## config.mk

```make
export PLATFORM = sky130hd
export DESIGN_NAME = tmr8s_top
export DESIGN_NICKNAME = d
export VERILOG_FILES = /design/src/shared/tmr8s_pkg.sv /design/src/shared/tmr8s_if.sv /design/src/rtl/tmr8s_top.sv /design/src/rtl/tmr8s_flags.sv /design/src/rtl/tmr8s_outctl.sv
export VERILOG_INCLUDE_DIRS = /design/src /design/src/shared
export SDC_FILE = /design/constraint.sdc
export NUM_CORES = 1
export LEC_CHECK = 0
export ABC_AREA = 1
export ABC_CLOCK_PERIOD_IN_PS = 2000
export BUFFER_PORTS_ARGS = -buffer_cell sky130_fd_sc_hd__buf_2
export CORE_ASPECT_RATIO = 0.5
export CORE_UTILIZATION = 58
export DETAILED_ROUTE_END_ITERATION = 10
export GPL_TIMING_DRIVEN = 0
export PLACE_DENSITY_LB_ADDON = 0.2
export SETUP_SLACK_MARGIN = 0.15
export SLEW_MARGIN = 20
export SYNTH_ARGS = -nofsm -noshare
export SYNTH_HDL_FRONTEND = slang
export SYNTH_SLANG_ARGS = --single-unit
```

## constraint.sdc

```tcl
create_clock -name clk_sys_i -period 2 [get_ports clk_sys_i]
set_input_delay 0.6 -clock clk_sys_i [delete_from_list [all_inputs] [get_ports clk_sys_i]]
set_output_delay 0.6 -clock clk_sys_i [all_outputs]
set_load 0.02 [all_outputs]
```

## src/shared/tmr8s_params.svh

```systemverilog
// Overview of operation
// - match flag second set on counter equal compare
// - controller activation clears match flag second
// - match flag first set on counter equal compare
// - controller activation clears match flag first
// - wrap flag set when counter passes FF
// - wrap flag cleared by read-one-then-write-zero
// - written one leaves status flags unchanged
// - channel zero trigger enable issues converter start
// - second select: keep, low, high, toggle
// - first select: keep, low, high, toggle
// - channels one, three: bit four reads one
// - wrap request only when wrap enable set
// - clear select: none, first, second, external edge
`ifndef TMR8S_PARAMS_SVH
`define TMR8S_PARAMS_SVH

// register bus geometry
`define TMR8S_ADDR_W 4
`define TMR8S_DATA_W 8

// register offsets
`define TMR8S_OFF_COUNT 4'h0
`define TMR8S_OFF_CMP_FIRST 4'h1
`define TMR8S_OFF_CMP_SECOND 4'h2
`define TMR8S_OFF_CTRL 4'h3
`define TMR8S_OFF_STATUS_CTRL 4'h4
`define TMR8S_OFF_IRQ_STAT 4'h5
`define TMR8S_OFF_IRQ_MASK 4'h6

// status/control register fields
`define TMR8S_BIT_FLAG_SECOND 7
`define TMR8S_BIT_FLAG_FIRST 6
`define TMR8S_BIT_WRAP 5
`define TMR8S_BIT_TRIG 4
`define TMR8S_OSB_HI 3
`define TMR8S_OSB_LO 2
`define TMR8S_OSA_HI 1
`define TMR8S_OSA_LO 0

// control register fields
`define TMR8S_BIT_WRAP_IE 5
`define TMR8S_CCL_HI 4
`define TMR8S_CCL_LO 3

// event bit positions, shared by flags and interrupt registers
`define TMR8S_EV_WRAP 0
`define TMR8S_EV_FIRST 1
`define TMR8S_EV_SECOND 2
`define TMR8S_EV_N 3

// counter limits and reset values
`define TMR8S_COUNT_MAX 8'hFF
`define TMR8S_CMP_RST 8'hFF
`define TMR8S_ZERO8 8'h00
`define TMR8S_ZERO3 3'h0
`define TMR8S_BIT_RO_ONE 1'h1

`endif

```

## src/shared/tmr8s_pkg.sv

```systemverilog
package tmr8s_pkg;
   // output action selected by a two-bit select field
   typedef enum logic [1:0] {
      TMR8S_OS_KEEP = 2'b00,
      TMR8S_OS_LOW = 2'b01,
      TMR8S_OS_HIGH = 2'b10,
      TMR8S_OS_TOGGLE = 2'b11
   } tmr8s_os_t;
   // counter clearing source
   typedef enum logic [1:0] {
      TMR8S_CLR_NONE = 2'b00,
      TMR8S_CLR_FIRST = 2'b01,
      TMR8S_CLR_SECOND = 2'b10,
      TMR8S_CLR_EXT = 2'b11
   } tmr8s_clr_t;
endpackage : tmr8s_pkg

```

## src/shared/tmr8s_if.sv

```systemverilog
`timescale 1ns/1ps
`default_nettype none
// compare events and output selects shared by the top and its helpers
interface tmr8s_if;
   import tmr8s_pkg::*;
   logic ev_first;      // compare-match first, one cycle
   logic ev_second;     // compare-match second, one cycle
   logic ev_wrap;       // counter wrap, one cycle
   tmr8s_os_t os_first;  // first output select
   tmr8s_os_t os_second; // second output select
   modport src (output ev_first, output ev_second, output ev_wrap, output os_first, output os_second);
   modport snk (input ev_first, input ev_second, input ev_wrap, input os_first, input os_second);
endinterface : tmr8s_if
`default_nettype wire

```

## src/rtl/tmr8s_top.sv

```systemverilog
// The address-and-strobe port and the register offsets were decided locally.
`timescale 1ns/1ps
`default_nettype none
`include "tmr8s_params.svh"
// one 8-bit timer channel: counter, compares, status flags, output pin
module tmr8s_top
   import tmr8s_pkg::*;
#(
   parameter int CHANNEL = 0 // channel number 0..3, shapes bit four
) (
   input wire logic clk_sys_i,
   input wire logic srst_i,
   input wire logic ce_i,
   input wire logic [`TMR8S_ADDR_W-1:0] addr_i,
   input wire logic [`TMR8S_DATA_W-1:0] wdata_i,
   input wire logic wr_i,
   input wire logic rd_i,
   output logic [`TMR8S_DATA_W-1:0] rdata_o,
   input wire logic count_tick_i,
   input wire logic ext_reset_i,
   input wire logic dtc_act_first_i,
   input wire logic dtc_act_second_i,
   input wire logic transfer_disable_select_i,
   output logic timer_out_o,
   output logic adc_start_o,
   output logic match_irq_first_o,
   output logic match_irq_second_o,
   output logic wrap_irq_o,
   output logic irq_o
);
   // channel shape, fixed at elaboration
   localparam logic IS_CH0 = (CHANNEL == 0);
   localparam logic BIT4_FIXED = (CHANNEL == 1) || (CHANNEL == 3);

   // counter and compare registers
   logic [7:0] timer_count_value_q;  // running count
   logic [7:0] timer_count_value_d;  // next count
   logic [7:0] compare_const_first_q;  // compare constant first
   logic [7:0] compare_const_second_q; // compare constant second

   // control register fields
   logic wrap_irq_enable_q;   // overflow interrupt enable
   tmr8s_clr_t clear_sel_q;   // counter clearing source

   // status/control writable fields
   logic bit4_q;              // trigger enable on ch0, plain bit on ch2
   tmr8s_os_t os_first_q;
   tmr8s_os_t os_second_q;

   // flags from the flag helper
   logic [`TMR8S_EV_N-1:0] flags_w;

   // sticky interrupt status and mask
   logic [`TMR8S_EV_N-1:0] irq_stat_q;
   logic [`TMR8S_EV_N-1:0] irq_mask_q;

   // events of this cycle
   logic match_first_w;
   logic match_second_w;
   logic wrap_w;
   logic ext_prev_q;     // last sampled external reset level
   logic ext_rise_w;     // rising edge on external reset
   logic clear_w;        // counter clear this cycle

   // decoded bus strobes
   logic wr_count_w;
   logic wr_cmp_first_w;
   logic wr_cmp_second_w;
   logic wr_ctrl_w;
   logic wr_sc_w;
   logic wr_istat_w;
   logic wr_imask_w;
   logic rd_sc_w;
   logic [`TMR8S_DATA_W-1:0] rd_mux_w;
   logic [`TMR8S_DATA_W-1:0] sc_view_w;

   tmr8s_if ev_bus ();

   // decode a read or write strobe for one offset
   function automatic logic hit(input logic [`TMR8S_ADDR_W-1:0] a, input logic [`TMR8S_ADDR_W-1:0] off,
                                input logic stb);
      hit = stb && (a == off);
   endfunction : hit

   // ---------------------------------------------------------------
   // bus decode
   // ---------------------------------------------------------------

   // write strobes, one per register
   assign wr_count_w = hit(addr_i, `TMR8S_OFF_COUNT, wr_i);
   assign wr_cmp_first_w = hit(addr_i, `TMR8S_OFF_CMP_FIRST, wr_i);
   assign wr_cmp_second_w = hit(addr_i, `TMR8S_OFF_CMP_SECOND, wr_i);
   assign wr_ctrl_w = hit(addr_i, `TMR8S_OFF_CTRL, wr_i);
   assign wr_sc_w = hit(addr_i, `TMR8S_OFF_STATUS_CTRL, wr_i);
   assign wr_istat_w = hit(addr_i, `TMR8S_OFF_IRQ_STAT, wr_i);
   assign wr_imask_w = hit(addr_i, `TMR8S_OFF_IRQ_MASK, wr_i);
   // a status read arms the flag clear sequence
   assign rd_sc_w = hit(addr_i, `TMR8S_OFF_STATUS_CTRL, rd_i);

   // ---------------------------------------------------------------
   // compare and wrap events
   // ---------------------------------------------------------------

   // a match fires in the last state of equality, on the tick that
   // would move the counter on, so one equal value yields one event
   assign match_first_w = count_tick_i && (timer_count_value_q == compare_const_first_q);
   assign match_second_w = count_tick_i && (timer_count_value_q == compare_const_second_q);

   // external reset edge; inputs are synchronous so one stage suffices
   assign ext_rise_w = ext_reset_i && !ext_prev_q;

   // clearing source picked by the control register
   always_comb begin
      unique case (clear_sel_q)
         TMR8S_CLR_NONE: clear_w = 1'b0;
         TMR8S_CLR_FIRST: clear_w = match_first_w;
         TMR8S_CLR_SECOND: clear_w = match_second_w;
         TMR8S_CLR_EXT: clear_w = ext_rise_w;
      endcase
   end

   // wrap only when the counter really passes FF to 00 on a tick;
   // a match clear at FF also lands on zero, and still counts as wrap
   assign wrap_w = count_tick_i && (timer_count_value_q == `TMR8S_COUNT_MAX);

   // next count: software write first, then clear, then increment
   always_comb begin
      timer_count_value_d = timer_count_value_q;
      if (wr_count_w) begin
         timer_count_value_d = wdata_i;
      end else if (clear_w) begin
         timer_count_value_d = `TMR8S_ZERO8;
      end else if (count_tick_i) begin
         timer_count_value_d = timer_count_value_q + 8'h01;
      end
   end

   // counter register
   always_ff @(posedge clk_sys_i) begin
      if (srst_i) begin
         timer_count_value_q <= `TMR8S_ZERO8;
      end else if (ce_i) begin
         timer_count_value_q <= timer_count_value_d;
      end
   end

   // external reset sampler, for edge detection only
   always_ff @(posedge clk_sys_i) begin
      if (srst_i) begin
         ext_prev_q <= 1'b0;
      end else if (ce_i) begin
         ext_prev_q <= ext_reset_i;
      end
   end

   // ---------------------------------------------------------------
   // compare constants
   // ---------------------------------------------------------------

   // both constants reset to the top value, so a tick at count FF matches before setup
   always_ff @(posedge clk_sys_i) begin
      if (srst_i) begin
         compare_const_first_q <= `TMR8S_CMP_RST;
         compare_const_second_q <= `TMR8S_CMP_RST;
      end else if (ce_i) begin
         if (wr_cmp_first_w) begin
            compare_const_first_q <= wdata_i;
         end
         if (wr_cmp_second_w) begin
            compare_const_second_q <= wdata_i;
         end
      end
   end

   // ---------------------------------------------------------------
   // control register
   // ---------------------------------------------------------------

   // overflow enable and clear select
   always_ff @(posedge clk_sys_i) begin
      if (srst_i) begin
         wrap_irq_enable_q <= 1'b0;
         clear_sel_q <= TMR8S_CLR_NONE;
      end else if (ce_i && wr_ctrl_w) begin
         wrap_irq_enable_q <= wdata_i[`TMR8S_BIT_WRAP_IE];
         clear_sel_q <= tmr8s_clr_t'(wdata_i[`TMR8S_CCL_HI:`TMR8S_CCL_LO]);
      end
   end

   // ---------------------------------------------------------------
   // status/control register, writable low five bits (low four on channels one and three)
   // ---------------------------------------------------------------

   // select fields and bit four; flags go to the helper
   always_ff @(posedge clk_sys_i) begin
      if (srst_i) begin
         bit4_q <= 1'b0;
         os_first_q <= TMR8S_OS_KEEP;
         os_second_q <= TMR8S_OS_KEEP;
      end else if (ce_i && wr_sc_w) begin
         // fixed channels keep bit four out of reach of writes
         if (!BIT4_FIXED) begin
            bit4_q <= wdata_i[`TMR8S_BIT_TRIG];
         end
         os_first_q <= tmr8s_os_t'(wdata_i[`TMR8S_OSA_HI:`TMR8S_OSA_LO]);
         os_second_q <= tmr8s_os_t'(wdata_i[`TMR8S_OSB_HI:`TMR8S_OSB_LO]);
      end
   end

   // ---------------------------------------------------------------
   // events to the helpers
   // ---------------------------------------------------------------
   assign ev_bus.ev_first = match_first_w;
   assign ev_bus.ev_second = match_second_w;
   assign ev_bus.ev_wrap = wrap_w;
   assign ev_bus.os_first = os_first_q;
   assign ev_bus.os_second = os_second_q;

   // status flags with their clearing sequences
   tmr8s_flags u_flags (
      .clk_sys_i(clk_sys_i),
      .srst_i(srst_i),
      .ce_i(ce_i),
      .ev(ev_bus.snk),
      .status_rd_i(rd_sc_w),
      .status_wr_i(wr_sc_w),
      .wr_bits_i({wdata_i[`TMR8S_BIT_FLAG_SECOND], wdata_i[`TMR8S_BIT_FLAG_FIRST], wdata_i[`TMR8S_BIT_WRAP]}),
      .dtc_clr_first_i(dtc_act_first_i && !transfer_disable_select_i),
      .dtc_clr_second_i(dtc_act_second_i && !transfer_disable_select_i),
      .flags_o(flags_w)
   );

   // output pin and converter trigger; trigger exists on ch0 only
   tmr8s_outctl u_outctl (
      .clk_sys_i(clk_sys_i),
      .srst_i(srst_i),
      .ce_i(ce_i),
      .ev(ev_bus.snk),
      .trig_en_i(IS_CH0 && bit4_q),
      .timer_out_o(timer_out_o),
      .adc_start_o(adc_start_o)
   );

   // ---------------------------------------------------------------
   // interrupt requests
   // ---------------------------------------------------------------

   // per-source requests follow the flags; overflow needs its enable
   assign match_irq_first_o = flags_w[`TMR8S_EV_FIRST];
   assign match_irq_second_o = flags_w[`TMR8S_EV_SECOND];
   assign wrap_irq_o = flags_w[`TMR8S_EV_WRAP] && wrap_irq_enable_q;

   // sticky summary status, write one to clear, set wins the tie
   always_ff @(posedge clk_sys_i) begin
      if (srst_i) begin
         irq_stat_q <= `TMR8S_ZERO3;
      end else if (ce_i) begin
         irq_stat_q <= {match_second_w, match_first_w, wrap_w} |
                       (irq_stat_q & ~({`TMR8S_EV_N{wr_istat_w}} & wdata_i[`TMR8S_EV_N-1:0]));
      end
   end

   // summary mask, same layout
   always_ff @(posedge clk_sys_i) begin
      if (srst_i) begin
         irq_mask_q <= `TMR8S_ZERO3;
      end else if (ce_i && wr_imask_w) begin
         irq_mask_q <= wdata_i[`TMR8S_EV_N-1:0];
      end
   end

   // level output, straight from registers, no glitch path
   assign irq_o = |(irq_stat_q & irq_mask_q);

   // ---------------------------------------------------------------
   // read path
   // ---------------------------------------------------------------

   // status/control as software sees it
   always_comb begin
      sc_view_w = `TMR8S_ZERO8;
      sc_view_w[`TMR8S_BIT_FLAG_SECOND] = flags_w[`TMR8S_EV_SECOND];
      sc_view_w[`TMR8S_BIT_FLAG_FIRST] = flags_w[`TMR8S_EV_FIRST];
      sc_view_w[`TMR8S_BIT_WRAP] = flags_w[`TMR8S_EV_WRAP];
      sc_view_w[`TMR8S_BIT_TRIG] = BIT4_FIXED ? `TMR8S_BIT_RO_ONE : bit4_q;
      sc_view_w[`TMR8S_OSB_HI:`TMR8S_OSB_LO] = os_second_q;
      sc_view_w[`TMR8S_OSA_HI:`TMR8S_OSA_LO] = os_first_q;
   end

   // read mux; unmapped offsets read zero
   always_comb begin
      rd_mux_w = `TMR8S_ZERO8;
      unique case (addr_i)
         `TMR8S_OFF_COUNT: rd_mux_w = timer_count_value_q;
         `TMR8S_OFF_CMP_FIRST: rd_mux_w = compare_const_first_q;
         `TMR8S_OFF_CMP_SECOND: rd_mux_w = compare_const_second_q;
         `TMR8S_OFF_CTRL: begin
            rd_mux_w[`TMR8S_BIT_WRAP_IE] = wrap_irq_enable_q;
            rd_mux_w[`TMR8S_CCL_HI:`TMR8S_CCL_LO] = clear_sel_q;
         end
         `TMR8S_OFF_STATUS_CTRL: rd_mux_w = sc_view_w;
         `TMR8S_OFF_IRQ_STAT: rd_mux_w[`TMR8S_EV_N-1:0] = irq_stat_q;
         `TMR8S_OFF_IRQ_MASK: rd_mux_w[`TMR8S_EV_N-1:0] = irq_mask_q;
         default: rd_mux_w = `TMR8S_ZERO8;
      endcase
   end

   // read data stands only in the cycle after the strobe
   always_ff @(posedge clk_sys_i) begin
      if (srst_i) begin
         rdata_o <= `TMR8S_ZERO8;
      end else if (ce_i) begin
         rdata_o <= rd_i ? rd_mux_w : `TMR8S_ZERO8;
      end
   end
endmodule : tmr8s_top
`default_nettype wire

```

## src/rtl/tmr8s_flags.sv

```systemverilog
`timescale 1ns/1ps
`default_nettype none
`include "tmr8s_params.svh"
// three status flags with read-then-write-zero and controller clears
module tmr8s_flags
   import tmr8s_pkg::*;
(
   input wire logic clk_sys_i,
   input wire logic srst_i,
   input wire logic ce_i,
   tmr8s_if.snk ev,
   input wire logic status_rd_i,               // status register read
   input wire logic status_wr_i,               // status register write
   input wire logic [`TMR8S_EV_N-1:0] wr_bits_i, // written flag values
   input wire logic dtc_clr_first_i,           // controller clear, first
   input wire logic dtc_clr_second_i,          // controller clear, second
   output logic [`TMR8S_EV_N-1:0] flags_o
);
   logic [`TMR8S_EV_N-1:0] set_w;   // hardware set events
   logic [`TMR8S_EV_N-1:0] armed_q; // flag seen as one by a read
   logic [`TMR8S_EV_N-1:0] sw_clr_w;
   logic [`TMR8S_EV_N-1:0] dtc_clr_w;

   always_comb begin
      set_w = `TMR8S_ZERO3;
      set_w[`TMR8S_EV_WRAP] = ev.ev_wrap;
      set_w[`TMR8S_EV_FIRST] = ev.ev_first;
      set_w[`TMR8S_EV_SECOND] = ev.ev_second;
      dtc_clr_w = `TMR8S_ZERO3;
      dtc_clr_w[`TMR8S_EV_FIRST] = dtc_clr_first_i;
      dtc_clr_w[`TMR8S_EV_SECOND] = dtc_clr_second_i;
   end

   // only a written zero to an armed flag clears; a written one does nothing
   assign sw_clr_w = {`TMR8S_EV_N{status_wr_i}} & ~wr_bits_i & armed_q;

   // arming remembers that software saw the flag set before its write
   always_ff @(posedge clk_sys_i) begin
      if (srst_i) begin
         armed_q <= `TMR8S_ZERO3;
      end else if (ce_i) begin
         if (status_wr_i) begin
            armed_q <= `TMR8S_ZERO3; // any write ends the sequence
         end else if (status_rd_i) begin
            armed_q <= flags_o;
         end
      end
   end

   // set wins over every clear, so an event in the clear cycle survives
   always_ff @(posedge clk_sys_i) begin
      if (srst_i) begin
         flags_o <= `TMR8S_ZERO3;
      end else if (ce_i) begin
         flags_o <= set_w | (flags_o & ~(sw_clr_w | dtc_clr_w));
      end
   end
endmodule : tmr8s_flags
`default_nettype wire

```

## src/rtl/tmr8s_outctl.sv

```systemverilog
`timescale 1ns/1ps
`default_nettype none
`include "tmr8s_params.svh"
// timer output pin and converter start request
module tmr8s_outctl
   import tmr8s_pkg::*;
(
   input wire logic clk_sys_i,
   input wire logic srst_i,
   input wire logic ce_i,
   tmr8s_if.snk ev,
   input wire logic trig_en_i, // converter trigger enable, already gated by channel
   output logic timer_out_o,
   output logic adc_start_o
);
   logic after_first_w;

   // level after one compare event under a select field
   function automatic logic apply_os(input tmr8s_os_t os, input logic lvl);
      unique case (os)
         TMR8S_OS_KEEP: apply_os = lvl;
         TMR8S_OS_LOW: apply_os = 1'b0;
         TMR8S_OS_HIGH: apply_os = 1'b1;
         TMR8S_OS_TOGGLE: apply_os = ~lvl;
      endcase
   endfunction : apply_os

   // both matches in one cycle: second is applied after first
   assign after_first_w = ev.ev_first ? apply_os(ev.os_first, timer_out_o) : timer_out_o;

   // level holds between events since only events load it
   always_ff @(posedge clk_sys_i) begin
      if (srst_i) begin
         timer_out_o <= 1'b0;
      end else if (ce_i) begin
         timer_out_o <= ev.ev_second ? apply_os(ev.os_second, after_first_w) : after_first_w;
      end
   end

   // one-cycle start request per compare-match first
   always_ff @(posedge clk_sys_i) begin
      if (srst_i) begin
         adc_start_o <= 1'b0;
      end else if (ce_i) begin
         adc_start_o <= ev.ev_first & trig_en_i;
      end
   end
endmodule : tmr8s_outctl
`default_nettype wire

```

Word level (Yosys, flattened, before mapping)
Cells that the tools add are included.
{"block": "word_totals", "register_bits": 55, "latch_bits": 0, "mem_bits_rw": 0, "rom_bits": 0, "input_bits": 22, "output_inout_bits": 14, "wordCells": 95, "mem_count": 0}
{"block": "op_classes", "n_addsub": 1, "n_mul": 0, "n_div": 0, "magnitude_cmp": 0, "eq_ne": 18, "shift": 0, "n_mux": 14, "bitwise_logic": 15, "n_reduce_logical": 31}
{"op": "$mux 8", "count": 4}
{"op": "$and 3x3->3", "count": 6}
{"op": "$logic_and 1x1->1", "count": 18}
{"op": "$pmux 3 s6", "count": 1}
{"op": "$eq 8x8->1", "count": 2}
{"op": "$pmux 3 s5", "count": 1}
{"op": "$eq 2x2->1 const B", "count": 6}
{"op": "$eq 4x3->1 const B", "count": 3}
{"op": "$pmux 1 s4", "count": 3}
{"op": "$not 3->3", "count": 3}
{"op": "$or 3x3->3", "count": 3}
{"op": "$add 8x1->8 const B", "count": 1}
{"op": "$eq 4x2->1 const B", "count": 2}
{"op": "$eq 8x8->1 const B", "count": 1}
{"op": "$pmux 2 s4", "count": 1}
{"op": "$reduce_and 2->1", "count": 4}
{"op": "$eq 2x1->1 const B", "count": 3}
{"op": "$logic_not 2->1", "count": 3}
{"op": "$mux 3", "count": 2}
{"op": "$eq 4x1->1 const B", "count": 1}
{"op": "$logic_not 4->1", "count": 1}
{"op": "$reduce_bool 3->1", "count": 1}
{"op": "$reduce_or 3->1", "count": 1}
{"op": "$logic_not 1->1", "count": 2}
{"op": "4 further kinds", "count": 6}

Longest topological paths before layout
Gate-level depths: netlist of the first run.
{"block": "logic_depth", "depth_word": 8, "ltp_mapped": 15, "depth_no_buf": 14}

Modules after synthesis
Synthesis of the first run repeated with hierarchy kept, for this count alone.
{"block": "hier_totals", "cells_unflattened": 474, "area_unflattened_um2": 3034.2}
{"mod": "tmr8s_top", "instances": 1, "cells_each": 418, "area_per_inst_um2": 2652.5, "seq_area_each_um2": 940.9}
{"mod": "tmr8s_flags", "instances": 1, "cells_each": 38, "area_per_inst_um2": 261.5, "seq_area_each_um2": 120.1}
{"mod": "tmr8s_outctl", "instances": 1, "cells_each": 18, "area_per_inst_um2": 120.1, "seq_area_each_um2": 40.0}

Least setup slack after synthesis of the first run
Ideal clock, no wire load.
{"block": "synth_path", "path_kind": "input to register", "start": "in addr_i[3]", "end": "reg timer_count_value_q[0]", "setup_ps": 113, "t_arrival_ps": 1683, "setup_slack_ps": 204, "cell_stages": 11, "path_buffers": 1, "path_cell_list": "nor2_1 > nand2_1 > inv_1 > nand2_2 > nand2_1 > inv_1 > nand2_4 > nand2_4 > buf_6 > nor2_1 > nor2_1"}
{"block": "synth_between", "elab_chain_cells": 4, "word_cells_on_any_way": 5, "cone_classes": "1 x mux; 4 x reduce/logical"}
{"item": "start, declared", "line": "tmr8s_top.sv:14", "rtl": "input wire logic [`TMR8S_ADDR_W-1:0] addr_i,"}
{"item": "$logic_not 4->1 *", "line": "tmr8s_top.sv:82", "rtl": "hit = stb && (a == off);"}
{"item": "$logic_and 1x1->1 *", "line": "tmr8s_top.sv:82"}
{"item": "$reduce_bool 3->1 (no line)"}
{"item": "$reduce_and 2->1 (no line)"}
{"item": "end signal, assigned", "line": "tmr8s_top.sv:141", "rtl": "timer_count_value_q <= `TMR8S_ZERO8;"}
{"item": "end signal, assigned", "line": "tmr8s_top.sv:143", "rtl": "timer_count_value_q <= timer_count_value_d;"}
{"item": "end, declared", "line": "tmr8s_top.sv:36", "rtl": "logic [7:0] timer_count_value_q;"}
Every way passes the cells marked *; elsewhere a longest branch is shown, timed or not.
A chain may end at the register's enable or synchronous reset.

Worst setup path in the final report of the first run
{"block": "layout_path", "start": "reg timer_count_value_q[6]", "end": "reg timer_count_value_q[4]"}
{"block": "layout_between", "elab_chain_cells": 5, "word_cells_on_any_way": 9, "cone_classes": "2 x eq/ne; 3 x mux; 4 x reduce/logical"}
{"item": "$eq 8x8->1 (on tied branches)", "line": "tmr8s_top.sv:107, tmr8s_top.sv:106"}
{"item": "$logic_and 1x1->1 (on tied branches)", "line": "tmr8s_top.sv:107, tmr8s_top.sv:106"}
{"item": "$pmux 1 s4 *", "line": "tmr8s_top.sv:114", "rtl": "unique case (clear_sel_q)"}
{"item": "$reduce_bool 3->1 (no line) or $mux 8 (tied branches)"}
{"item": "$reduce_and 2->1 (no line) or $mux 8 (tied branches)"}
Marks and branches as above.

==> results of run 1 <==
-- worst register-to-register path, stage by stage, from the launching register on --
cell      delay [ps]
dfxtp_1          310
clkbuf_4         170
inv_2             90
nand2_1           50
nand2_1           60
nand3_1          100
nor2_2           140
nand3_1          110
nand2_2          100
nand2_4           60
nand2_4           60
nand2_4           80
buf_6            160
nor2_1           110
nor2_1            50
-- per-layer routing --
| layer | part of all wire [%] | track usage (%) |
|---|---|---|
| met1 | 46 | 48.3 |
| met2 | 40 | 49.3 |
| met3 | 12 | 10.8 |
| met4 | 1.5 | 9.29 |
| met5 | 0 | 0 |
-- power groups by stage --
stage | Sequential [mW] | Combinational [mW] | Clock, mW
after global routing | 1.15 | 0.328 | 0.681
after CTS | 1.14 | 0.277 | 0.642
after global placement | 1.16 | 0.273 | 0
final | 1.14 | 0.297 | 0.654
after detailed placement | 1.17 | 0.273 | 0
after floorplan | 1.16 | 0.175 | 0
-- timing repair --
action,CTS,global route
endpoints found under the setup margin,19,28
buffers inserted,0,1
gates resized for setup,8,34
pin swaps,0,2
cloned,0,0
-- flip-flops by register name, indices dropped and copies added, names as in the netlist, 2 cells and up --
register                flops
compare_const_first_q       8
ev_bus.os_first             2
u_flags.flags_o             3
ev_bus.os_second            2
irq_mask_q                  3
compare_const_second_q      8
irq_stat_q                  3
u_flags.armed_q             3
clear_sel_q                 2
rdata_o                     8
timer_count_value_q         8
-- layout by cell type, fill, tap and decap left out, drive strengths merged, types with 2 or more instances in the layout --
cell type | netlist | layout
a21oi | 52 | 52
buf | 6 | 39
clkbuf | 7 | 15
clkinv | 1 | 2
dfxtp | 55 | 55
inv | 60 | 60
nand2 | 148 | 148
nand3 | 27 | 27
nand4 | 7 | 7
nor2 | 39 | 39
nor3 | 4 | 4
o2111ai | 2 | 2
o211ai | 6 | 6
o21ai | 40 | 40
o221ai | 2 | 2
o22ai | 6 | 6
xnor2 | 3 | 3
-- cells by family after synthesis --
| family | count (synthesis) | synth area share [%] |
|---|---|---|
| AO/OA/AOI/OAI | 111 | 20.0 |
| AND/OR/NAND/NOR | 230 | 32.3 |
| XOR/XNOR | 3 | 0.875 |
| flip-flops | 55 | 36.7 |
| adder cells (fa/ha/maj) | 1 | 0.416 |
| buffers and inverters | 74 | 9.75 |
-- stage by stage --
| stage | cells | cell area, sq um | util [%] | power, mW | TNS [ps] |
|---|---|---|---|---|---|
| after global routing | 587 | 3460 | 69.8 | 2.15 | 0 |
| after CTS | 586 | 3370 | 68.1 | 2.06 | 0 |
| after detailed placement | 578 | 3260 | 65.8 | 1.44 | -5730 |
| final | 587 | 3460 | 69.8 | 2.09 | 0 |
| after global placement | 578 | 3260 | 65.8 | 1.44 | -5330 |
| after floorplan | 474 | 3000 | - | 1.34 | 0 |
-- final cells by class --
type / count / area [sq um]
inverters: 61 / 233
repair buffers: 35 / 178
well taps: 70 / 87.6
multi-input cells: 345 / 1680
plain buffers: 13 / 70.1
fillers: 445 / 1490
flip-flops and latches: 55 / 1120
clock buffers: 6 / 72.6
clock inverters: 2 / 17.5
-- worst min-delay path by stage --
stage                            start                  to  slack (ps)  depth (start not counted)
global route                rdata_o[6]          rdata_o[6]         480                          2
finish                      rdata_o[2]          rdata_o[2]         470                          2
detailed placement          rdata_o[6]          rdata_o[6]         450                          2
global placement    u_flags.armed_q[0]  u_flags.armed_q[0]         450                          2
floorplan            wrap_irq_enable_q   wrap_irq_enable_q         440                          2
CTS                         rdata_o[1]          rdata_o[1]         470                          2
==> reports/results.tsv, run 1 <==
stage	metric	value	unit
routing	firstDrtPassIters	6	
routing	drtAntennaViolNets	0	
critical_path	crit_start	timer_count_value_q[6]	
logic_synthesis	ys_seq_area_share	36.7	%
logic_synthesis	synth_nets	497	
global_route	grt_max_degree	18	
pwr	p_per_area	605	mW/mm^2
floorplanning	core	0.00495	sq mm
floorplanning	die-width	104	microns
clock_network	cts_tree	yes	
critical_path	cp.arrival	1950	ps
final_layout	layout.nets	539	
placed_design	place_ws	-299	ps
routing	drcViolationCount	0	
final_layout	antenna_cells	0	
floorplanning	initial_core_util	60.6	%
logic_synthesis	yosysWarnings	0	
job	maxCapViolations	0	
critical_path	worstSetupPathType	reg2reg	
floorplanning	rows	18	
sta	rsz0062_at_grt	false	
clock_network	cts.clk_slew.worst_paths	110	ps
sta	max_freq	577	MHz
clock_network	clk_latency	320	ps
pwr	netSwitchingFraction	29.9	%
sta	report.final.slew_viol_count	0	
final_layout	syn2layout_area_growth	15.2	%
sta	finalCritPeriodShare	86.7	%
critical_path	crit_top_cell	nand2_4	
clock_network	root_buffer	clkbuf_8	
final_layout	layout-drive-gt1-share	17.4	%
critical_path	rr_worst_depth	14	
min_path	worst_hold_path_type	reg2reg	
placed_design	hpwl	6.95	mm
sta	max_slew.worst_pin.slew	546	ps
logic_synthesis	synth.top_cell.area_share	36.7	%
logic_synthesis	synth_common_cells	142 x nand2_1, 56 x inv_1, 55 x dfxtp_1	
critical_path	rr_startpoint	timer_count_value_q[6]	
global_route	antenna_found_initial	0	
critical_path	rrSetupSlack	270	ps
pwr	pwr-share-seq	54.6	%
sta	min_period	1730	ps
pwr	p_leak	1.64	nW
global_route	gr-total-overflow	0	
logic_synthesis	syn_avg_cell_area	6.34	sq um
clock_network	cts_buffers	5	
critical_path	cp.depth	14	
placed_design	gp_congestion	0.970	
routing	vias	3339	
clock_network	cts_hold_buf	0	
critical_path	cp_top_family	simple AND/OR/NAND/NOR gates	
critical_path	crit_path_cell_trace	clkbuf_4 -> inv_2 -> nand2_1 -> nand2_1 -> nand3_1 -> nor2_2 -> nand3_1 -> nand2_2 -> nand2_4 -> nand2_4 -> nand2_4 -> buf_6 -> nor2_1 -> nor2_1	
pwr	p_comb_share	14.2	%
logic_synthesis	synth_edf_count	0	
pwr	vdd_drop_max	0.351	mV
logic_synthesis	netlist_instances	474	
sta	slew_headroom	63.6	%
sta	postLayoutSetupSlackWorst	267	ps
routing	drt-vias-per-instance	5.69	
logic_synthesis	ys_ff_latch	55	
routing	routed_wl	9.22	mm
logic_synthesis	synth_top_flop_cell	dfxtp_1	
logic_synthesis	post-synth-top-count-cell	nand2_1	
pwr	power.internal	1.47	mW
routing	drt_iter0_drc	299	
critical_path	crit_buf_inv	3	
critical_path	critPathMaxStageDelay	310	ps
global_route	grt_pass1_vias	2770	
global_route	grt_pass1_wl	14.0	mm
global_route	grtUsageTotal	34.1	%
logic_synthesis	synth_area_leaders	dfxtp_1 37%, nand2_1 18%, a21oi_1 8.7%, inv_1 7.0%, o21ai_0 6.7%	
critical_path	crit_path_start_kind	flip-flop	
pwr	switchingPower	0.626	mW
logic_synthesis	ys_types	34	
sta	hold_violations	0	
logic_synthesis	synthArstFlopShare	0	%
floorplanning	die_h	52.9	microns
sta	whs	468	ps
floorplanning	die_area	0.00549	sq mm
critical_path	crit_end	timer_count_value_q[4]	
critical_path	end_kind	flip-flop	
clock_network	cts_htree_levels	2	
logic_synthesis	synth_area	0.00300	sq mm
critical_path	cpMaxStageDelayCell	dfxtp_1	
clock_network	clockBufferDepth	2	
critical_path	cp_max_fo	10	
floorplanning	ios	36	
sta	skew	7.07	ps
status	outcome	complete, no violations	
sta	setup_violations	0	
critical_path	crit_required	2220	ps
clock_network	cts.sinks	55	
pwr	clockPowerShare	31.2	%
routing	wire_per_inst	15.7	microns
critical_path	timing.rr.end	timer_count_value_q[4]	
placed_design	portBuffers	34	
logic_synthesis	synth_area_leader_cell	dfxtp_1	
Note: power is estimated with default switching activity, not from simulation.
==> run 2, diff against run 1 <==
==> constraint.sdc (replaced) <==
create_clock -name clk_sys_i -period 2 [get_ports clk_sys_i]
set_input_delay 0.4 -clock clk_sys_i [delete_from_list [all_inputs] [get_ports clk_sys_i]]
set_output_delay 0.4 -clock clk_sys_i [all_outputs]
set_load 0.02 [all_outputs]
==> reports/results.tsv, run 2 (synthesized netlist as in run 1, its figures left out) <==
stage	metric	value	unit	change
status	outcome	complete, no violations		
floorplanning	core	0.00495	sq mm	unchanged
clock_network	cts.sinks	55		unchanged
min_path	worst_hold_path_type	in2reg		
routing	wire_per_inst	15.7	microns	-0.22%
global_route	gr-total-overflow	0		unchanged
clock_network	cts_buffers	5		unchanged
sta	rsz0062_at_grt	true		
clock_network	clockBufferDepth	2		unchanged
floorplanning	die-width	104	microns	unchanged
final_layout	layout.nets	539		unchanged
floorplanning	ios	36		unchanged
clock_network	root_buffer	clkbuf_8		
sta	finalCritPeriodShare	88.1	%	+1.5 points
pwr	netSwitchingFraction	29.6	%	-0.30 points
floorplanning	die_h	52.9	microns	unchanged
floorplanning	die_area	0.00549	sq mm	unchanged
placed_design	portBuffers	34		unchanged
critical_path	cp.arrival	1970	ps	+20 ps
sta	max_slew.worst_pin.slew	535	ps	-10.6 ps
sta	report.final.slew_viol_count	0		unchanged
routing	drcViolationCount	0		unchanged
pwr	clockPowerShare	31.2	%	about the same
global_route	grt_max_degree	18		unchanged
critical_path	crit_path_start_kind	flip-flop		
placed_design	hpwl	6.95	mm	unchanged
global_route	grtUsageTotal	34.0	%	about the same
sta	setup_violations	0		unchanged
global_route	grt_pass1_wl	14.0	mm	about the same
routing	routed_wl	9.20	mm	-0.22%
critical_path	end_kind	flip-flop		
pwr	p_per_area	609	mW/mm^2	+0.73%
final_layout	syn2layout_area_growth	13.7	%	
final_layout	antenna_cells	0		unchanged
sta	max_freq	567	MHz	-1.7%
floorplanning	rows	18		unchanged
sta	slew_headroom	64.3	%	+0.71 points
floorplanning	initial_core_util	60.6	%	unchanged
clock_network	cts.clk_slew.worst_paths	100	ps	about the same
critical_path	crit_required	2210	ps	about the same
pwr	pwr-share-seq	54.9	%	+0.3 points
job	maxCapViolations	0		unchanged
final_layout	layout-drive-gt1-share	15.3	%	-2.1 points
pwr	p_comb_share	13.9	%	-0.3 points
clock_network	clk_latency	310	ps	about the same
pwr	switchingPower	0.616	mW	-1.6%
clock_network	cts_tree	yes		
sta	skew	7.66	ps	+0.590 ps
routing	drt-vias-per-instance	5.65		-0.60%
clock_network	cts_hold_buf	0		unchanged
final_layout	layout_commonest_cell	nand2_1		
final_layout	utilization	68.9	%	-0.93 points
critical_path	worstSetupPathType	reg2reg		
routing	firstDrtPassIters	5		-1
sta	whs	374	ps	-94.3 ps
clock_network	cts_htree_levels	2		unchanged
sta	hold_violations	0		unchanged
routing	drt_iter0_drc	308		+3.0%
placed_design	gp_congestion	0.970		unchanged
final_layout	final_cell_mix	138 x nand2_1, 54 x inv_1, 52 x a21oi_1		
global_route	grt_pass1_vias	2767		-0.11%
sta	min_period	1760	ps	+29.2 ps
routing	drtAntennaViolNets	0		unchanged
pwr	vdd_drop_max	0.354	mV	+0.73%
routing	vias	3319		-0.60%
global_route	antenna_found_initial	0		unchanged
pwr	power.internal	1.46	mW	-0.19%
pwr	p_leak	1.63	nW	-0.89%
critical_path	cp_max_fo	10		unchanged
==> run 2: cell count changes in the layout (fill, tap and decap cells not counted), sizes merged <==
cell,change
clkinv,+1
clkinvlp,-1
clkbuf,-1
buf,+1
==> run 2: power groups by stage <==
| stage | combinational (mW) | clock (mW) | sequential [mW] |
|---|---|---|---|
| after floorplan | 0.175 | 0 | 1.16 |
| after global placement | 0.273 | 0 | 1.16 |
| after detailed placement | 0.273 | 0 | 1.17 |
| after CTS | 0.275 | 0.642 | 1.14 |
| after global routing | 0.320 | 0.681 | 1.15 |
| final | 0.288 | 0.649 | 1.14 |
==> run 2: what timing repair did <==
action                     CTS  global route
gates resized for setup      4            22
pin swaps                    0             2
gates cloned                 0             0
buffers inserted             0             1
setup endpoints to repair    8            23
==> run 2: final timing paths <==
path,depth (start not counted),to,slack (ps),startpoint
worst max register to register,14,timer_count_value_q[4],240,timer_count_value_q[6]
worst max-delay path,14,timer_count_value_q[4],240,timer_count_value_q[6]
worst min register to register,2,rdata_o[6],470,rdata_o[6]
worst min-delay path,3,ext_prev_q,370,ext_reset_i
==> run 2: worst max-delay path: stages (launching register included) <==
cell      delay, ps
dfxtp_1         310
clkbuf_4        170
inv_2            90
nand2_1          50
nand2_1          50
nand3_1         110
nor2_2          140
nand3_1         110
nand2_2         100
nand2_4          60
nand2_4          60
nand2_4          90
buf_6           160
nor2_1          110
nor2_1           50
==> run 2: final cells by class <==
cell class | instances | area [sq um]
buffer | 13 | 67.6
clock buffer | 6 | 72.6
clock inverter | 2 | 17.5
fill | 455 | 1540
inverter | 61 | 229
multi-input combinational | 345 | 1640
sequential | 55 | 1120
tap | 70 | 87.6
timing repair buffer | 35 | 178
==> run 2: stage by stage <==
| stage | setup WS [ps] | instance area [sq um] | setup TNS (ps) | std cells | total power, mW |
|---|---|---|---|---|---|
| global route | 93.1 | 3410 | 0 | 587 | 2.15 |
| floorplan | 404 | 3000 | 0 | 474 | 1.34 |
| global placement | -74.0 | 3260 | -948 | 578 | 1.44 |
| detailed placement | -99.5 | 3260 | -1100 | 578 | 1.44 |
| finish | 238 | 3410 | 0 | 587 | 2.08 |
| CTS | 153 | 3360 | 0 | 586 | 2.06 |
==> run 2: layer usage <==
layer  vias up  routed length [microns]  global-route usage [%]
li1       1631                        -                       -
met1      1513                     4320                    48.2
met2       161                     3670                    48.9
met3        14                     1090                    11.2
met4         0                      121                    9.52
met5         -                        0                       0
==> run 3, diff against run 2 <==
Settings changed: CELL_PAD_IN_SITES_DETAIL_PLACEMENT set to 1, CELL_PAD_IN_SITES_GLOBAL_PLACEMENT set to 1, CORE_UTILIZATION 58 to 41, CTS_CLUSTER_SIZE set to 14.
==> reports/results.tsv, run 3 (synthesized netlist as in run 1, its figures left out) <==
stage	metric	value	unit	change
floorplanning	die_h	62.5	microns	+18%
routing	wire_per_inst	18.3	microns	+17%
clock_network	cts_tree	yes		
placed_design	gp_congestion	0.910		-6.2%
sta	rsz0062_at_grt	true		
global_route	grt_max_degree	18		unchanged
sta	finalCritPeriodShare	89.3	%	+1.2 points
critical_path	cp.arrival	2020	ps	+50 ps
sta	max_slew.worst_pin.slew	566	ps	+30.3 ps
critical_path	rr_worst_depth	11		-3
placed_design	portBuffers	34		unchanged
floorplanning	initial_core_util	43.6	%	-17 points
routing	drtAntennaViolNets	0		unchanged
routing	routed_wl	11.2	mm	+22%
floorplanning	rows	21		+3
clock_network	cts_buffers	5		unchanged
critical_path	crit_buf_inv	3		unchanged
critical_path	crit_path_start_kind	input port		
sta	skew	13.2	ps	+5.51 ps
critical_path	end_kind	flip-flop		
clock_network	root_buffer	clkbuf_16		
global_route	grtUsageTotal	30.6	%	-3.4 points
critical_path	critPathMaxStageDelay	340	ps	+30 ps
sta	min_period	1790	ps	+24.1 ps
sta	setup_tns	0	ps	unchanged
floorplanning	die_area	0.00769	sq mm	+40%
final_layout	layout.nets	545		+1.1%
floorplanning	die-width	123	microns	+19%
critical_path	cp_max_fo	10		unchanged
global_route	grt_pass1_vias	3242		+17%
final_layout	layout-drive-gt1-share	18.4	%	+3.1 points
sta	setup_violations	0		unchanged
clock_network	cts.sinks	55		unchanged
pwr	p_per_area	694	mW/mm^2	+14%
placed_design	hpwl	8.39	mm	+21%
final_layout	final_cell_mix	137 x nand2_1, 52 x a21oi_1, 51 x inv_1		
critical_path	crit_required	2230	ps	+20 ps
min_path	worst_hold_path_type	in2reg		
global_route	grt_pass1_wl	17.7	mm	+26%
min_path	whs_path_depth	3		unchanged
sta	hold_violations	0		unchanged
global_route	antenna_found_initial	0		unchanged
floorplanning	ios	36		unchanged
critical_path	cpMaxStageDelayCell	nand2_1		
clock_network	clockBufferDepth	2		unchanged
final_layout	layout_commonest_cell	nand2_1		
clock_network	cts_htree_levels	2		unchanged
pwr	p_leak	1.70	nW	+4.5%
critical_path	crit_top_cell	buf_2		
critical_path	cp_top_family	simple AND/OR/NAND/NOR gates		
routing	vias	3401		+2.5%
floorplanning	core	0.00688	sq mm	+39%
clock_network	cts.clk_slew.worst_paths	70	ps	-30 ps
routing	drcViolationCount	0		unchanged
sta	slew_headroom	62.3	%	-2.0 points
sta	report.final.slew_viol_count	0		unchanged
critical_path	worstSetupPathType	in2reg		
clock_network	clk_latency	310	ps	about the same
routing	firstDrtPassIters	6		+1
status	outcome	complete, no violations		
final_layout	layout.cells.non_filler	615		+4.8%
clock_network	cts_hold_buf	0		unchanged
final_layout	antenna_cells	0		unchanged
critical_path	crit_path_cell_trace	buf_2 -> inv_1 -> nor2_1 -> nand2_1 -> nor2_2 -> buf_2 -> a21oi_1 -> o21ai_0		
job	maxCapViolations	0		unchanged
global_route	gr-total-overflow	0		unchanged
critical_path	cp.depth	8		-6
sta	max_freq	560	MHz	-1.3%
pwr	vdd_drop_max	0.356	mV	+0.41%
routing	drt_iter0_drc	359		+17%
final_layout	syn2layout_area_growth	20.1	%	
placed_design	dp.cells	600		+3.8%
routing	drt-vias-per-instance	5.53		-2.2%
==> run 3: cell count changes in the layout (fill, tap and decap cells not counted), moves of 2 or more <==
cell | previous run | this run
inv_2 | 6 | 8
clkinv_4 | 2 | 0
nor2_1 | 34 | 29
nor2_2 | 4 | 9
inv_1 | 54 | 51
buf_4 | 2 | 8
clkbuf_16 | 0 | 5
clkbuf_8 | 5 | 0
==> run 3: layout make-up <==
cell class / count / area [sq um]
Buffer: 13 / 71.3
Timing Repair Buffer: 41 / 223
Clock buffer: 6 / 129
Sequential cell: 55 / 1120
Clock inverter: 2 / 38.8
Fill cell: 973 / 3280
Tap cell: 92 / 115
Multi-Input combinational cell: 345 / 1680
Inverter: 61 / 235
==> run 3: layer usage <==
layer  vias up  wire (microns)  GRT usage [%]
li1       1643               -              -
met2       120            4770           44.5
met1      1628            5440           46.4
met4         0              89           6.78
met3        10             953           5.38
met5         -               0              0
==> run 3: where the power goes <==
group          switching (mW)  leakage (nW)  internal, mW
Clock                   0.442        0.0815         0.598
Combinational           0.219          1.17        0.0997
Sequential             0.0263         0.450          1.12
Total                   0.688          1.70          1.82
==> run 3: tightest hold or removal path: cells and delay by family <==
| kind | cells | cell delay [ps] |
|---|---|---|
| buffers and inverters | 2 | 150 |
| AOI/OAI and AO/OA | 1 | 60 |
==> run 3: final timing paths <==
path / startpoint / end / slack [ps]
min: ext_reset_i / ext_prev_q / 360
max: addr_i[0] / compare_const_first_q[4] / 210
min reg2reg: rdata_o[0] / rdata_o[0] / 470
max reg2reg: compare_const_first_q[6] / timer_count_value_q[5] / 270
==> run 3: timing repair <==
action                     4_1_cts  5_1_grt
pin swaps                        2        2
resized for setup               10       30
setup endpoints to repair       15       25
setup buffers                    4        3
==> run 3: through the flow <==
step	util (%)	worst slack, ps	area (sq um)	total power, mW	hold WS, ps
2_1_floorplan	-	404	3000	1.34	439
3_3_place_gp	47.8	-206	3290	1.45	451
3_5_place_dp	47.8	-262	3290	1.46	457
4_1_cts	50.9	147	3510	2.48	363
5_1_grt	52.4	93.5	3610	2.59	371
6_report	52.4	214	3610	2.50	357
